**config.mk**
```make
export PLATFORM = sky130hd
export DESIGN_NAME = ecm_mode_unit
export DESIGN_NICKNAME = d
export VERILOG_FILES = /design/src/inc/ecm_pkg.sv /design/src/rtl/ecm_mode_unit.sv /design/src/rtl/ecm_capture_event.sv
export SDC_FILE = /design/constraint.sdc
export NUM_CORES = 1
export LEC_CHECK = 0
export BUFFER_PORTS_ARGS = -buffer_cell sky130_fd_sc_hd__buf_2
export CAP_MARGIN = 10
export CORE_MARGIN = 10
export CORE_UTILIZATION = 58
export DETAILED_ROUTE_END_ITERATION = 7
export PLACE_DENSITY = 0.85
export SKIP_CTS_REPAIR_TIMING = 1
export SYNTH_ARGS = -nofsm -noshare
export SYNTH_HDL_FRONTEND = slang
export SYNTH_SLANG_ARGS = --single-unit
```
**constraint.sdc**
```tcl
create_clock -name core_clk_i -period 5.7 [get_ports core_clk_i]
set_clock_uncertainty 0.05 [all_clocks]
set_input_delay 0.57 -clock core_clk_i [delete_from_list [all_inputs] [get_ports core_clk_i]]
set_output_delay 0.57 -clock core_clk_i [all_outputs]
set_load 0.02 [all_outputs]
```
**src/inc/ecm_pkg.sv**
```systemverilog
/*
   Constants, register map and mode decoding for the capture/compare mode unit.
   Assumes an 8-bit register port with a 3-bit address and 16-bit timer inputs.
*/
package ecm_pkg;

   // ==========================================================
   // Register port
   localparam int unsigned ADDR_W = 3;
   localparam int unsigned DATA_W = 8;
   localparam logic [2:0] OFS_CTRL = 3'h0;
   localparam logic [2:0] OFS_VAL_LO = 3'h1;
   localparam logic [2:0] OFS_VAL_HI = 3'h2;
   localparam logic [2:0] OFS_TSEL = 3'h3;
   localparam logic [2:0] OFS_STATUS = 3'h4;

   // ==========================================================
   // Field positions
   localparam int unsigned CTRL_MODE_LSB = 0;
   localparam int unsigned CTRL_DUTY_LSB = 4;
   localparam int unsigned CTRL_OCFG_LSB = 6;
   localparam int unsigned TSEL_BIT = 3;
   localparam int unsigned STAT_FLAG_BIT = 0;
   localparam int unsigned STAT_LATCH_BIT = 1;

   // ==========================================================
   // Reset values
   localparam logic [7:0] CTRL_RST = 8'h00;
   localparam logic [15:0] VAL_RST = 16'h0000;
   localparam logic [7:0] RDATA_RST = 8'h00;

   // ==========================================================
   // Mode select codes
   localparam logic [3:0] MODE_OFF = 4'h0;
   localparam logic [3:0] MODE_TOGGLE = 4'h2;
   localparam logic [3:0] MODE_CAP_FALL = 4'h4;
   localparam logic [3:0] MODE_CAP_RISE = 4'h5;
   localparam logic [3:0] MODE_CAP_4 = 4'h6;
   localparam logic [3:0] MODE_CAP_16 = 4'h7;
   localparam logic [3:0] MODE_SET_ON_MATCH = 4'h8;
   localparam logic [3:0] MODE_CLR_ON_MATCH = 4'h9;
   localparam logic [3:0] MODE_SOFT_IRQ = 4'hA;
   localparam logic [3:0] MODE_SPECIAL = 4'hB;

   // Output configuration codes (PWM only)
   localparam logic [1:0] OCFG_SINGLE = 2'h0;
   localparam logic [1:0] OCFG_FWD = 2'h1;
   localparam logic [1:0] OCFG_HALF = 2'h2;
   localparam logic [1:0] OCFG_REV = 2'h3;

   // Prescaler terminal counts and count step
   localparam logic [1:0] PRESC4_LAST = 2'h3;
   localparam logic [3:0] PRESC16_LAST = 4'hF;
   localparam logic [3:0] PRESC_STEP = 4'h1;

   // ==========================================================
   // Mode decoding
   function automatic logic is_capture(input logic [3:0] m);
      is_capture = (m[3:2] == 2'h1);
   endfunction

   function automatic logic is_compare(input logic [3:0] m);
      is_compare = (m == MODE_TOGGLE) || (m[3:2] == 2'h2);
   endfunction

   function automatic logic is_pwm(input logic [3:0] m);
      is_pwm = (m[3:2] == 2'h3);
   endfunction

endpackage

```
**src/rtl/ecm_mode_unit.sv**
```systemverilog
/*
   Mode decoding, capture, compare actions and PWM output polarity.
   Assumes free-running synchronous timer counts and a PWM waveform made elsewhere from timer 2.
*/
`timescale 1ns/1ps

module ecm_mode_unit
(
   // Clock and reset
   input wire logic core_clk_i,
   input wire logic rstn_i,
   // Register port
   input wire logic [2:0] reg_addr_i,
   input wire logic [7:0] reg_wdata_i,
   input wire logic reg_wr_i,
   input wire logic reg_rd_i,
   output logic [7:0] reg_rdata_o,
   // Time bases
   input wire logic [15:0] timer_one_count_i,
   input wire logic [15:0] timer_three_count_i,
   input wire logic pwm_mod_i,
   // Capture/compare pin, shared with output A
   input wire logic capture_compare_pin_i,
   output logic capture_compare_pin_o,
   output logic capture_compare_pin_oe_o,
   // Further PWM outputs
   output logic pwm_out_b_o,
   output logic pwm_out_b_oe_o,
   output logic pwm_out_c_o,
   output logic pwm_out_c_oe_o,
   output logic pwm_out_d_o,
   output logic pwm_out_d_oe_o,
   // Events to the system
   output logic match_capture_flag_o,
   output logic timer_one_reset_o,
   output logic timer_three_reset_o,
   output logic adc_start_o
);

   typedef struct packed {
      logic [1:0] output_config_field;
      logic [1:0] duty_lsb;
      logic [3:0] mode_select_field;
      logic [15:0] capture_compare_value;
      logic use_timer_three;
      logic match_capture_flag;
      logic cmp_latch;
      logic match_prev;
      logic [7:0] rdata;
      logic adc_start;
      logic t1_reset;
      logic t3_reset;
      logic pin_lvl;
      logic pin_oe;
      logic b_lvl;
      logic b_oe;
      logic c_lvl;
      logic c_oe;
      logic d_lvl;
      logic d_oe;
   } ecm_state_s;

   ecm_state_s s;
   ecm_state_s next_s;
   logic capture_evt;
   logic [15:0] timer_sel;
   logic match;
   logic match_evt;
   logic [3:0] new_mode;
   logic [3:0] act;
   logic [3:0] drive;

   // ==========================================================
   // Edge detection and prescaler
   // sampled straight from pin wire
   ecm_capture_event u_event
   (
      .core_clk_i(core_clk_i),
      .rstn_i(rstn_i),
      .pin_i(capture_compare_pin_i),
      .mode_i(s.mode_select_field),
      .capture_o(capture_evt)
   );

   // ==========================================================
   // Next state
   always_comb
   begin
      next_s = s;
      next_s.adc_start = 1'b0;
      next_s.t1_reset = 1'b0;
      next_s.t3_reset = 1'b0;
      next_s.rdata = ecm_pkg::RDATA_RST;
      new_mode = reg_wdata_i[ecm_pkg::CTRL_MODE_LSB +: 4];

      // timer 1 or 3 for capture/compare
      timer_sel = s.use_timer_three ? timer_three_count_i : timer_one_count_i;

      match = ecm_pkg::is_compare(s.mode_select_field) && (s.capture_compare_value == timer_sel);
      // A stalled timer would otherwise act every cycle
      match_evt = match & ~s.match_prev;
      next_s.match_prev = match;

      // Register writes
      if (reg_wr_i)
      begin
         case (reg_addr_i)
            ecm_pkg::OFS_CTRL:
            begin
               next_s.output_config_field = reg_wdata_i[ecm_pkg::CTRL_OCFG_LSB +: 2];
               next_s.duty_lsb = reg_wdata_i[ecm_pkg::CTRL_DUTY_LSB +: 2];
               next_s.mode_select_field = new_mode;
               if (new_mode != s.mode_select_field)
               begin
                  if (new_mode == ecm_pkg::MODE_SET_ON_MATCH)
                     next_s.cmp_latch = 1'b0;
                  if (new_mode == ecm_pkg::MODE_CLR_ON_MATCH)
                     next_s.cmp_latch = 1'b1;
               end
            end
            ecm_pkg::OFS_VAL_LO: next_s.capture_compare_value[7:0] = reg_wdata_i;
            ecm_pkg::OFS_VAL_HI: next_s.capture_compare_value[15:8] = reg_wdata_i;
            ecm_pkg::OFS_TSEL: next_s.use_timer_three = reg_wdata_i[ecm_pkg::TSEL_BIT];
            ecm_pkg::OFS_STATUS:
            begin
               if (reg_wdata_i[ecm_pkg::STAT_FLAG_BIT])
                  next_s.match_capture_flag = 1'b0;
            end
            default: next_s.rdata = ecm_pkg::RDATA_RST;
         endcase
      end

      // Compare actions, after writes so a set beats a clear
      if (match_evt)
      begin
         case (s.mode_select_field)
            ecm_pkg::MODE_TOGGLE: next_s.cmp_latch = ~s.cmp_latch;
            ecm_pkg::MODE_SET_ON_MATCH: next_s.cmp_latch = 1'b1;
            ecm_pkg::MODE_CLR_ON_MATCH: next_s.cmp_latch = 1'b0;
            ecm_pkg::MODE_SPECIAL:
            begin
               next_s.t1_reset = ~s.use_timer_three;
               next_s.t3_reset = s.use_timer_three;
               next_s.adc_start = 1'b1;
            end
            default: next_s.cmp_latch = next_s.cmp_latch;
         endcase
         next_s.match_capture_flag = 1'b1;
      end

      // Capture overrides a same-cycle value write
      if (capture_evt && ecm_pkg::is_capture(s.mode_select_field))
      begin
         next_s.capture_compare_value = timer_sel;
         next_s.match_capture_flag = 1'b1;
      end

      if (next_s.mode_select_field == ecm_pkg::MODE_OFF)
      begin
         next_s.cmp_latch = 1'b0;
         next_s.match_prev = 1'b0;
      end

      // Register reads, data in the following cycle
      if (reg_rd_i)
      begin
         case (reg_addr_i)
            ecm_pkg::OFS_CTRL:
               next_s.rdata = {s.output_config_field, s.duty_lsb, s.mode_select_field};
            ecm_pkg::OFS_VAL_LO: next_s.rdata = s.capture_compare_value[7:0];
            ecm_pkg::OFS_VAL_HI: next_s.rdata = s.capture_compare_value[15:8];
            ecm_pkg::OFS_TSEL:
            begin
               next_s.rdata = ecm_pkg::RDATA_RST;
               next_s.rdata[ecm_pkg::TSEL_BIT] = s.use_timer_three;
            end
            ecm_pkg::OFS_STATUS:
            begin
               next_s.rdata = ecm_pkg::RDATA_RST;
               next_s.rdata[ecm_pkg::STAT_FLAG_BIT] = s.match_capture_flag;
               next_s.rdata[ecm_pkg::STAT_LATCH_BIT] = s.cmp_latch;
            end
            default: next_s.rdata = ecm_pkg::RDATA_RST;
         endcase
      end

      // ==========================================================
      // Pin drive, computed from the next mode so outputs track it
      // active set per output configuration
      act = 4'h0;
      drive = 4'h0;
      if (ecm_pkg::is_pwm(next_s.mode_select_field))
      begin
         case (next_s.output_config_field)
            // Steering of single mode lives outside this block
            ecm_pkg::OCFG_SINGLE:
            begin
               act = {4{pwm_mod_i}};
               drive = 4'hF;
            end
            ecm_pkg::OCFG_FWD:
            begin
               act = {pwm_mod_i, 1'b0, 1'b0, 1'b1};
               drive = 4'hF;
            end
            // No dead band here; that is applied downstream
            ecm_pkg::OCFG_HALF:
            begin
               act = {1'b0, 1'b0, ~pwm_mod_i, pwm_mod_i};
               drive = 4'h3;
            end
            ecm_pkg::OCFG_REV:
            begin
               act = {1'b0, 1'b1, pwm_mod_i, 1'b0};
               drive = 4'hF;
            end
            default:
            begin
               act = 4'h0;
               drive = 4'h0;
            end
         endcase
         act[0] = act[0] ^ next_s.mode_select_field[1];
         act[2] = act[2] ^ next_s.mode_select_field[1];
         act[1] = act[1] ^ next_s.mode_select_field[0];
         act[3] = act[3] ^ next_s.mode_select_field[0];
      end
      else
      begin
         case (next_s.mode_select_field)
            ecm_pkg::MODE_TOGGLE, ecm_pkg::MODE_SET_ON_MATCH, ecm_pkg::MODE_CLR_ON_MATCH:
            begin
               act[0] = next_s.cmp_latch;
               drive[0] = 1'b1;
            end
            default:
            begin
               act[0] = 1'b0;
               drive[0] = 1'b0;
            end
         endcase
      end
      next_s.pin_lvl = act[0];
      next_s.pin_oe = drive[0];
      next_s.b_lvl = act[1];
      next_s.b_oe = drive[1];
      next_s.c_lvl = act[2];
      next_s.c_oe = drive[2];
      next_s.d_lvl = act[3];
      next_s.d_oe = drive[3];
   end

   // ==========================================================
   // State register
   always_ff @(posedge core_clk_i or negedge rstn_i)
   begin
      if (!rstn_i)
      begin
         s <= '0;
         s.output_config_field <= ecm_pkg::CTRL_RST[ecm_pkg::CTRL_OCFG_LSB +: 2];
         s.duty_lsb <= ecm_pkg::CTRL_RST[ecm_pkg::CTRL_DUTY_LSB +: 2];
         s.mode_select_field <= ecm_pkg::CTRL_RST[ecm_pkg::CTRL_MODE_LSB +: 4];
         s.capture_compare_value <= ecm_pkg::VAL_RST;
      end
      else
      begin
         s <= next_s;
      end
   end

   // ==========================================================
   // Outputs
   assign reg_rdata_o = s.rdata;
   assign capture_compare_pin_o = s.pin_lvl;
   assign capture_compare_pin_oe_o = s.pin_oe;
   assign pwm_out_b_o = s.b_lvl;
   assign pwm_out_b_oe_o = s.b_oe;
   assign pwm_out_c_o = s.c_lvl;
   assign pwm_out_c_oe_o = s.c_oe;
   assign pwm_out_d_o = s.d_lvl;
   assign pwm_out_d_oe_o = s.d_oe;
   assign match_capture_flag_o = s.match_capture_flag;
   assign timer_one_reset_o = s.t1_reset;
   assign timer_three_reset_o = s.t3_reset;
   assign adc_start_o = s.adc_start;

endmodule

```
**src/rtl/ecm_capture_event.sv**
```systemverilog
/*
   Pin synchroniser, edge detector and capture prescaler.
   Assumes the pin is asynchronous and the mode comes from the control register.
*/
`timescale 1ns/1ps

module ecm_capture_event
(
   // Clock and reset
   input wire logic core_clk_i,
   input wire logic rstn_i,
   // Pin and mode
   input wire logic pin_i,
   input wire logic [3:0] mode_i,
   // Event
   output logic capture_o
);

   typedef struct packed {
      logic sync1;
      logic sync2;
      logic prev;
      logic [3:0] presc;
      logic capture;
   } ecm_evt_s;

   ecm_evt_s s;
   ecm_evt_s next_s;
   logic rise;
   logic fall;

   // ==========================================================
   // Next state
   always_comb
   begin
      next_s = s;
      next_s.sync1 = pin_i;
      next_s.sync2 = s.sync1;
      next_s.prev = s.sync2;
      rise = s.sync2 & ~s.prev;
      fall = ~s.sync2 & s.prev;
      next_s.capture = 1'b0;
      if (!ecm_pkg::is_capture(mode_i))
      begin
         next_s.presc = 4'h0;
      end
      else
      begin
         case (mode_i)
            ecm_pkg::MODE_CAP_FALL: next_s.capture = fall;
            ecm_pkg::MODE_CAP_RISE: next_s.capture = rise;
            ecm_pkg::MODE_CAP_4:
            begin
               if (rise)
               begin
                  next_s.capture = (s.presc[1:0] == ecm_pkg::PRESC4_LAST);
                  next_s.presc = s.presc + ecm_pkg::PRESC_STEP;
               end
            end
            ecm_pkg::MODE_CAP_16:
            begin
               if (rise)
               begin
                  next_s.capture = (s.presc == ecm_pkg::PRESC16_LAST);
                  next_s.presc = s.presc + ecm_pkg::PRESC_STEP;
               end
            end
            default: next_s.capture = 1'b0;
         endcase
      end
   end

   // ==========================================================
   // State register
   always_ff @(posedge core_clk_i or negedge rstn_i)
   begin
      if (!rstn_i)
         s <= '0;
      else
         s <= next_s;
   end

   assign capture_o = s.capture;

endmodule

```
## Word-level counts from Yosys, hierarchy flattened

Index checks and enable logic that the tools add are counted.

- Flip-flop bits (word level): 55
- Bits in latches: 0
- Memory bits (writable): 0
- Memory bits (read-only): 0
- Bits of input ports: 49
- Output and inout bits: 20
- Logic and storage cells: 126
- Memories: 0

- Add/sub/neg operators: 1
- Multipliers: 0
- Divide/modulo/power cells: 0
- Order comparisons: 0
- Eq/ne operators: 30
- Shift operators: 0
- Mux-type cells: 36
- Bitwise gates (word level): 13
- Reductions and logical operators: 20

Operator list:

| kind | number |
|---|---|
| case mux 8 bit (5 select lines) | 1 |
| == test 4 bit, second input constant | 8 |
| 2-to-1 mux 16 bit | 2 |
| 2-to-1 mux 8 bit | 4 |
| 2-to-1 mux 27 bit | 1 |
| == test 16 bit | 1 |
| == test 4 x 3 -> 1 bit, second input constant | 4 |
| case mux 4 bit (2 select lines) | 2 |
| case mux 4 bit (4 select lines) | 1 |
| 2-to-1 mux 1 bit | 13 |
| 2-to-1 mux 3 bit | 4 |
| == test 2 bit, second input constant | 5 |
| 2-to-1 mux 5 bit | 2 |
| nonzero test 3 bit | 3 |
| == test 4 x 2 -> 1 bit, second input constant | 2 |
| 2-to-1 mux 4 bit | 2 |
| AND reduction 2 bit | 4 |
| == test 3 x 2 -> 1 bit, second input constant | 2 |
| inequality test 3 x 2 -> 1 bit, second input constant | 2 |
| NOT 1 bit | 6 |
| AND reduction 3 bit | 2 |
| nonzero test 2 bit | 3 |
| OR reduction 3 bit | 2 |
| adder 4 x 1 -> 4 bit, second input constant | 1 |
| other kinds (15) | 23 |

## Longest topological paths before layout

Gate-level depths: netlist of the first run.

- Depth in word-level cells: 11
- Mapped depth: 8

## Hierarchy

From an unflattened synthesis of the first run, not the netlist that was laid out.

- Cell total of the unflattened synthesis: 309
- Area total of the unflattened synthesis: 3089.2 µm²

By module, submodules not included:

| module | instances | cells each | area an instance (µm²) | seq. area each (µm²) |
|---|---|---|---|---|
| ecm_mode_unit | 1 | 281 | 2741.4 | 1151.1 |
| ecm_capture_event | 1 | 28 | 347.8 | 200.2 |

## Worst setup path before layout of the first run

Ideal clock, no wire load.

- Kind: input to register
- Start: input reg_addr_i[2]
- End: register s (netlist bit capture_compare_pin_o)
- Setup time: 137 ps
- Data arrival time: 2274 ps
- Required time: 5513 ps
- Path slack: 3239 ps
- Cell stages on the path: 8
- Cells stage by stage: buf_2 -> nor4b_2 -> buf_2 -> mux2_2 -> and3_1 -> o21a_1 -> o311ai_1 -> o211ai_2

RTL lines:

| item | line | RTL |
|---|---|---|
| start: declaration | ecm_mode_unit.sv:13 | `input wire logic [2:0] reg_addr_i,` |
| end signal: assignment | ecm_mode_unit.sv:267 | `s <= next_s;` |
| end: declaration | ecm_mode_unit.sv:63 | `ecm_state_s s;` |

## Final worst setup path of the first run

- Start: register s[22] in the netlist's numbering
- End: register s (netlist bit capture_compare_pin_o)

- Word-level cells in the longest chain between the ends: 8

Ends and longest elaborated chain:

| item | line | RTL |
|---|---|---|
| 2-to-1 mux 16 bit | ecm_mode_unit.sv:97 | `timer_sel = s.use_timer_three ? timer_three_count_i : timer_one_count_i;` |
| == test 16 bit | ecm_mode_unit.sv:99 | `match = ecm_pkg::is_compare(s.mode_select_field) && (s.capture_compare_value == timer_sel);` |
| logical AND 1 bit | ecm_mode_unit.sv:99 |  |
| AND 1 bit | ecm_mode_unit.sv:101 | `match_evt = match & ~s.match_prev;` |
| 2-to-1 mux 2 bit | ecm_mode_unit.sv:134 | `if (match_evt)` |
| 2-to-1 mux 2 bit | ecm_mode_unit.sv:158 | `if (next_s.mode_select_field == ecm_pkg::MODE_OFF)` |
| 2-to-1 mux 1 bit | ecm_mode_unit.sv:230 | `case (next_s.mode_select_field)` |
| 2-to-1 mux 1 bit | ecm_mode_unit.sv:192 | `if (ecm_pkg::is_pwm(next_s.mode_select_field))` |
| net act[0] | ecm_mode_unit.sv:70 | `logic [3:0] act;` |

The timed path passes the listed nets, and every way through them passes these cells.
A chain may end at the register's enable or synchronous reset.

==> run summary, run 1 <==
SYNTHESIS
------------------------------------------------------------------------------------------------------
Yosys warning total                                                                                  0
Async set or reset register ratio after synthesis                                                 100%
Number of flops mapped to enable cells by yosys                                                      0
Cell accounting for the most synthesized area                                             sky130_fd_sc_hd__dfrtp_1
Most instantiated flip-flop cell in the synthesis netlist                                 sky130_fd_sc_hd__dfrtp_1
Net count of the mapped netlist                                                                    357
Synth Area in XOR/XNOR                                                                           6.92%
Dominant combinational cell family by area after synthesis                                multiplexers
Sequential area share after synthesis                                                            44.5%
Adder-cell area share of the yosys netlist                                                      0.412%
Top cells by area, synth                                                                  sky130_fd_sc_hd__dfrtp_1 (44%), sky130_fd_sc_hd__mux2i_1 (11%), sky130_fd_sc_hd__mux2_2 (7.4%), sky130_fd_sc_hd__xnor2_1 (6.3%), sky130_fd_sc_hd__nor2_1 (4.3%)
Fraction of synthesized cell area taken by the top area cell type                                44.5%
Synth Instances                                                                                    307
Unique masters post-synth                                                                           43
Post-Syn Area per Cell                                                                        9.90 µm²
Synth Cell Area                                                                            0.00304 mm²
Share of synthesized area spent on multiplexers                                                  18.7%
Post-synthesis compound-gate area fraction                                                       8.20%
Synthesized-area fraction occupied by and/or/nand/nor cells                                      16.1%
Flip-flop and latch count after synthesis                                                           54

DIE
------------------------------------------------------------------------------------------------------
Number of standard-cell rows in the floorplan                                                       26
Initial cell density of the core                                                                 59.5%
Die span in y                                                                                  92.4 µm
Area of the core                                                                           0.00511 mm²
Die width                                                                                      92.4 µm
Die Footprint                                                                              0.00853 mm²
IO Count                                                                                            69

STA
------------------------------------------------------------------------------------------------------
Total count of hold-check failures in the final report                                               0
# setup viols final                                                                                  0
Final-layout setup total negative slack                                                           0 ns
Post-route minimum period                                                                      2.89 ns
Achievable frequency                                                                           347 MHz
Transition time of the tightest slew-check pin                                                 1.05 ns
Count of final max-slew check failures                                                               0
Period utilization                                                                               50.6%
Crit path setup slack, layout                                                                  2.81 ns
Max-slew headroom at the worst pin                                                               29.7%
Unrepaired setup endpoints after global routing                                                  false

PWR
------------------------------------------------------------------------------------------------------
Switching Fraction                                                                               35.7%
Share of total power in the clock network                                                        20.9%
Int Power                                                                                     0.801 mW
Leakage Power                                                                                  1.67 nW
P per Cell Area                                                                             359 mW/mm²
Net switching power of the design                                                             0.446 mW
Pwr Total                                                                                      1.25 mW
Peak supply drop                                                                            0.000162 V
Share of power burned in registers                                                               44.2%
Part of the total power dissipated in combinational logic                                        34.8%

CRITICAL PATH
------------------------------------------------------------------------------------------------------
Crit path kind                                                                            register to register
Register-to-Register Path Depth                                                                      6
Maximum fanout along the worst path                                                                 20
Arrival time of data at the critical path endpoint                                             3.08 ns
Largest stage delay on the critical path                                                       1.03 ns
Slowest-stage cell, CP                                                                    sky130_fd_sc_hd__dfrtp_1
Register-to-Register Setup Slack                                                               2.81 ns
Type of element capturing the critical path                                                   register
Startpoint type of the worst setup path                                                       register
Chain of cells forming the critical path                                                  mux2i_1, xnor2_1, nor4_1, nand3_1, or4_4, o211ai_2
Cell class contributing the biggest share of worst-path delay                               flip-flops
Combined buffer and inverter count along the critical path                                           0
Critical path required time                                                                    5.89 ns
WP depth                                                                                             6

CLOCKING
------------------------------------------------------------------------------------------------------
Sink Count                                                                                          54
Clk Latency, worst-skew pair                                                                   0.32 ns
Clock transition at the register clock pins on the worst setup and hold paths after CTS        0.10 ns
Worst-case clock buffer depth                                                                        2
Cell at the root of the clock tree                                                        sky130_fd_sc_hd__clkbuf_8
CTS Buf Count                                                                                        5
Clock tree from TritonCTS                                                                         done
Maximum level of the CTS H-tree                                                                      2

DETAILED ROUTING
------------------------------------------------------------------------------------------------------
Detailed-route vias per instance                                                                  5.69
Iter 0 DRT Violations                                                                              200
Sum of met3 wire segment lengths after detailed routing                                         578 µm
M1 WL                                                                                          3.10 mm
# DRC                                                                                                0
Count of vias placed by the detailed router                                                       2463
Length of the first detailed-routing pass in iterations                                              5
Detailed-route wire length                                                                     7.51 mm
Number of nets still failing antenna checks after routing                                            0
Total met2 wirelength after detailed routing                                                   3.67 mm
Uppermost layer routed                                                                            met4
Routed length per instance                                                                     17.3 µm

RUN STATUS
------------------------------------------------------------------------------------------------------
Outcome                                                                                   finished clean

PLACE
------------------------------------------------------------------------------------------------------
Worst-case setup slack after placement                                                         2.93 ns
Number of port buffers                                                                              68
Total half-perimeter wirelength after legalization and detailed placement                      5.60 mm
Placer Congestion                                                                                0.893

CELLS AND AREA
------------------------------------------------------------------------------------------------------
Synthesis-to-finish area growth                                                                  14.2%
Share of cells above drive strength 1                                                            28.4%
ANT cells                                                                                            0
Most common library cell in the layout ignoring fill and taps                             sky130_fd_sc_hd__buf_2
Final Net Count                                                                                    412
Top library cells by usage in the layout, fill and taps aside                             sky130_fd_sc_hd__buf_2 (68), sky130_fd_sc_hd__dfrtp_1 (54), sky130_fd_sc_hd__nor2_1 (35)

GRT
------------------------------------------------------------------------------------------------------
Grt total ovfl                                                                                       0
Number of global-route vias before repair                                                         2509
Aggregate global-route resource usage                                                            17.9%
First-pass GRT wire length                                                                     12.4 mm
Maximum number of pins on one net before global-route repair                                        55
Number of antenna violations at the first check in global routing                                    0

JOB
------------------------------------------------------------------------------------------------------
Max-capacitance violation count                                                                      0

MIN PATH
------------------------------------------------------------------------------------------------------
Worst min-delay path class                                                                input pin to async pin

## area by class of cell
type | instances | area [µm²]
flip-flops and latches | 54 | 1350
clock inverters | 3 | 43.8
repair buffers | 71 | 363
fillers | 417 | 1640
multi-input cells | 223 | 1530
well taps | 70 | 87.6
inverters | 7 | 26.3
clock buffers | 5 | 68.8
## cells in the mapped netlist, types with 2 or more instances
cell,number
sky130_fd_sc_hd__a21oi_1,11
sky130_fd_sc_hd__a31oi_1,2
sky130_fd_sc_hd__and2_1,3
sky130_fd_sc_hd__buf_2,3
sky130_fd_sc_hd__buf_4,9
sky130_fd_sc_hd__clkbuf_1,9
sky130_fd_sc_hd__dfrtp_1,54
sky130_fd_sc_hd__inv_1,7
sky130_fd_sc_hd__mux2_2,20
sky130_fd_sc_hd__mux2i_1,32
sky130_fd_sc_hd__nand2_1,29
sky130_fd_sc_hd__nand2b_1,3
sky130_fd_sc_hd__nand3_1,6
sky130_fd_sc_hd__nand4_1,4
sky130_fd_sc_hd__nor2_1,35
sky130_fd_sc_hd__nor2b_1,3
sky130_fd_sc_hd__nor3_1,4
sky130_fd_sc_hd__nor4_1,6
sky130_fd_sc_hd__o21ai_0,21
sky130_fd_sc_hd__xnor2_1,22
sky130_fd_sc_hd__xor2_1,2
## cells by family after synthesis
logic type,Yosys count
fa+ha+maj,1
xor+xnor,24
flops,54
simple gates,102
compound gates,43
buf+inv,30
mux,53
## registers in the layout, indices dropped and copies added, names as in the netlist
| signal | flops |
|---|---|
| pwm_out_c_oe_o | 1 |
| u_event.next_s | 2 |
| pwm_out_c_o | 1 |
| pwm_out_d_o | 1 |
| u_event.s | 5 |
| s | 27 |
| timer_three_reset_o | 1 |
| capture_compare_pin_oe_o | 1 |
| pwm_out_b_o | 1 |
| reg_rdata_o | 8 |
| adc_start_o | 1 |
| pwm_out_b_oe_o | 1 |
| match_capture_flag_o | 1 |
| u_event.capture_o | 1 |
| timer_one_reset_o | 1 |
| capture_compare_pin_o | 1 |
## final timing paths
check                                       from               endpoint
max                                        s[22]  capture_compare_pin_o
min                                       rstn_i         pwm_out_b_oe_o
max reg2reg                                s[22]  capture_compare_pin_o
min reg2reg                    u_event.next_s[6]      u_event.next_s[5]
max in group asynchronous                 rstn_i                  s[23]
min in group core_clk_i    capture_compare_pin_i      u_event.next_s[6]
## per-layer routing
metal	track usage (%)	up-vias
li1	-	1163
met1	22.6	1161
met2	29.2	125
met3	3.95	14
met4	6.68	0
met5	0	-
## power groups by stage
stage          registers, mW  logic (mW)  clock network [mW]
2_1_floorplan          0.538       0.336                   0
3_3_place_gp           0.552       0.422                   0
3_5_place_dp           0.557       0.431                   0
4_1_cts                0.549       0.435               0.266
5_1_grt                0.564       0.483               0.283
6_report               0.551       0.435               0.261
## through the flow
stage | cells | cell area (µm²) | utilization [%] | hold slack (ns)
3_3_place_gp | 425 | 3360 | 65.7 | 0.283
6_report | 433 | 3470 | 67.9 | 0.305
2_1_floorplan | 307 | 3040 | - | 0.224
3_5_place_dp | 425 | 3360 | 65.7 | 0.321
5_1_grt | 433 | 3470 | 67.9 | 0.285
4_1_cts | 433 | 3470 | 67.9 | 0.298
## worst reg2reg max path: stages, from the launching register on
cell,delay [ns]
sky130_fd_sc_hd__dfrtp_1,1.03
sky130_fd_sc_hd__mux2i_1,0.40
sky130_fd_sc_hd__xnor2_1,0.13
sky130_fd_sc_hd__nor4_1,0.31
sky130_fd_sc_hd__nand3_1,0.16
sky130_fd_sc_hd__or4_4,0.55
sky130_fd_sc_hd__o211ai_2,0.18
(Power assumes the default switching activity.)
==> run 2, diff against run 1 <==
--- a/config.mk
+++ b/config.mk
@@ -8,9 +8,9 @@
 export BUFFER_PORTS_ARGS = -buffer_cell sky130_fd_sc_hd__buf_2
 export CAP_MARGIN = 10
 export CORE_MARGIN = 10
-export CORE_UTILIZATION = 58
+export CORE_UTILIZATION = 49
 export DETAILED_ROUTE_END_ITERATION = 7
-export PLACE_DENSITY = 0.85
+export PLACE_DENSITY = 0.76
 export SKIP_CTS_REPAIR_TIMING = 1
 export SYNTH_ARGS = -nofsm -noshare
 export SYNTH_HDL_FRONTEND = slang
==> constraint.sdc (replaced) <==
create_clock -name core_clk_i -period 2.6 [get_ports core_clk_i]
set_clock_uncertainty 0.05 [all_clocks]
set_input_delay 0.26 -clock core_clk_i [delete_from_list [all_inputs] [get_ports core_clk_i]]
set_output_delay 0.26 -clock core_clk_i [all_outputs]
set_load 0.02 [all_outputs]
==> run summary, run 2 (synthesis results as in run 1) <==
CLOCKING
------------------------------------------------------------------------------------------------------
Worst-case clock buffer depth                                                                        2   unchanged
Cell at the root of the clock tree                                                        sky130_fd_sc_hd__clkbuf_8
Sink Count                                                                                          54   unchanged
CTS Buf Count                                                                                        5   unchanged
Maximum level of the CTS H-tree                                                                      2   unchanged
Clk Latency, worst-skew pair                                                                   0.32 ns   about the same
Clock tree from TritonCTS                                                                         done
Clock transition at the register clock pins on the worst setup and hold paths after CTS        0.11 ns   about the same

PWR
------------------------------------------------------------------------------------------------------
Share of power burned in registers                                                               40.8%   -3.4 points
Share of total power in the clock network                                                        24.2%   +3.3 points
Int Power                                                                                      1.90 mW   +140%
Pwr Total                                                                                      2.90 mW   +130%
Peak supply drop                                                                            0.000376 V   +130%
Net switching power of the design                                                             0.998 mW   +120%
P per Cell Area                                                                             804 mW/mm²   +120%
Switching Fraction                                                                               34.4%   -1.3 points
Part of the total power dissipated in combinational logic                                        35.0%   +0.2 points
Leakage Power                                                                                  1.73 nW   +3.7%

CRITICAL PATH
------------------------------------------------------------------------------------------------------
Arrival time of data at the critical path endpoint                                             2.57 ns   -0.51 ns
Register-to-Register Setup Slack                                                               0.21 ns   -2.61 ns
Crit path kind                                                                            register to register
Combined buffer and inverter count along the critical path                                           1   +1
Largest stage delay on the critical path                                                       0.48 ns   -0.55 ns
Type of element capturing the critical path                                                   register
Register-to-Register Path Depth                                                                      7   +1
Reg-to-reg startpoint                                                                            s[22]
Capturing point of the worst reg2reg path                                                 timer_one_reset_o
Slowest-stage cell, CP                                                                    sky130_fd_sc_hd__dfrtp_1
Chain of cells forming the critical path                                                  buf_12, mux2i_1, xnor2_1, nor4_1, nand4_1, or2_1, nor3_1
Critical path required time                                                                    2.77 ns   -3.12 ns
Cell class contributing the biggest share of worst-path delay                             simple AND/OR/NAND/NOR gates
Startpoint type of the worst setup path                                                       register
Maximum fanout along the worst path                                                                 17   -15%

PLACE
------------------------------------------------------------------------------------------------------
Number of port buffers                                                                              68   unchanged
Total half-perimeter wirelength after legalization and detailed placement                      5.92 mm   +5.9%
Placer Congestion                                                                                0.869   -2.7%

DIE
------------------------------------------------------------------------------------------------------
Area of the core                                                                           0.00596 mm²   +17%
IO Count                                                                                            69   unchanged
Initial cell density of the core                                                                 51.0%   -8.5 points
Die width                                                                                      98.7 µm   +6.9%
Die Footprint                                                                              0.00975 mm²   +14%
Number of standard-cell rows in the floorplan                                                       28   +7.7%
Die span in y                                                                                  98.7 µm   +6.9%

CELLS AND AREA
------------------------------------------------------------------------------------------------------
ANT cells                                                                                            0   unchanged
Final Net Count                                                                                    420   +1.9%
Share of cells above drive strength 1                                                            29.4%   +1.0 points
Top library cells by usage in the layout, fill and taps aside                             sky130_fd_sc_hd__buf_2 (68), sky130_fd_sc_hd__dfrtp_1 (54), sky130_fd_sc_hd__nor2_1 (35)
Reg with most FFs                                                                                    s
Most common library cell in the layout ignoring fill and taps                             sky130_fd_sc_hd__buf_2
Synthesis-to-finish area growth                                                                  18.8%
Final core utilization                                                                           60.6%   -7.3 points
Number of flip-flops in the largest register                                                        27   unchanged

JOB
------------------------------------------------------------------------------------------------------
Max-capacitance violation count                                                                      0   unchanged

STA
------------------------------------------------------------------------------------------------------
Total count of hold-check failures in the final report                                               0   unchanged
# setup viols final                                                                                  0   unchanged
Final-layout setup total negative slack                                                           0 ns   unchanged
Unrepaired setup endpoints after global routing                                                  false
Max-slew headroom at the worst pin                                                               57.7%   +28 points
Achievable frequency                                                                           418 MHz   +21%
Transition time of the tightest slew-check pin                                                0.634 ns   -0.417 ns
Count of final max-slew check failures                                                               0   unchanged
Period utilization                                                                               92.0%   +41 points
Post-route minimum period                                                                      2.39 ns   -0.493 ns

MIN PATH
------------------------------------------------------------------------------------------------------
Worst Hold Path Cells                                                                                2
Worst Min Path Start                                                                          reg_rd_i
Worst Hold Endpoint                                                                       reg_rdata_o[1]
Worst min-delay path class                                                                input pin to register

DETAILED ROUTING
------------------------------------------------------------------------------------------------------
Length of the first detailed-routing pass in iterations                                              4   -1
Count of vias placed by the detailed router                                                       2483   +0.81%
Iter 0 DRT Violations                                                                              158   -21%
# DRC                                                                                                0   unchanged
Detailed-route vias per instance                                                                  5.57   -2.1%
Detailed-route wire length                                                                     7.92 mm   +5.4%
Number of nets still failing antenna checks after routing                                            0   unchanged
Routed length per instance                                                                     17.7 µm   +2.3%

GRT
------------------------------------------------------------------------------------------------------
Number of antenna violations at the first check in global routing                                    0   unchanged
First-pass GRT wire length                                                                     13.0 mm   +4.7%
Grt total ovfl                                                                                       0   unchanged
Number of global-route vias before repair                                                         2633   +4.9%
Maximum number of pins on one net before global-route repair                                        34   -38%
Aggregate global-route resource usage                                                            16.1%   -1.7 points

RUN STATUS
------------------------------------------------------------------------------------------------------
Outcome                                                                                   finished clean

-- run 2: through the flow --
stage	hold slack, ns	cell area, µm²	cells	worst slack (ns)
4_1_cts	-0.0712	3590	444	0.218
3_3_place_gp	0.256	3450	436	0.344
3_5_place_dp	0.271	3450	436	0.279
5_1_grt	0.131	3610	446	0.0368
6_report	0.131	3610	446	0.208
2_1_floorplan	-0.0856	3040	307	0.449
-- run 2: power groups by stage --
stage	clock (mW)	sequential [mW]	combinational, mW
5_1_grt	0.745	1.21	1.12
2_1_floorplan	0	1.18	0.737
6_report	0.701	1.18	1.01
3_3_place_gp	0	1.19	0.977
3_5_place_dp	0	1.20	1.00
4_1_cts	0.702	1.18	1.01
-- run 2: area by class of cell --
cell class                 instances  area, µm²
fill                             517       2350
tap                               75       93.8
clock buffer                       6       82.6
clock inverter                     2       60.1
inverter                           7       26.3
sequential                        54       1350
multi-input combinational        223       1530
timing repair buffer              79        465
-- run 2: worst max path at each step --
stage | from | to | slack, ns | cells after the start
floorplan | reg_addr_i[2] | capture_compare_pin_o | 0.45 | 8
global placement | s[22] | capture_compare_pin_o | 0.34 | 7
detailed placement | s[22] | capture_compare_pin_o | 0.28 | 7
CTS | s[22] | capture_compare_pin_o | 0.22 | 7
global route | s[22] | timer_one_reset_o | 0.04 | 7
finish | s[22] | timer_one_reset_o | 0.21 | 7
-- run 2: per-layer routing --
metal | share of wire [%] | up-vias | GRT usage (%)
met5 | 0 | - | 0
li1 | - | 1183 | -
met4 | 2.3 | 0 | 6.73
met3 | 6.4 | 14 | 3.63
met1 | 42 | 1196 | 19.2
met2 | 49 | 90 | 27.2
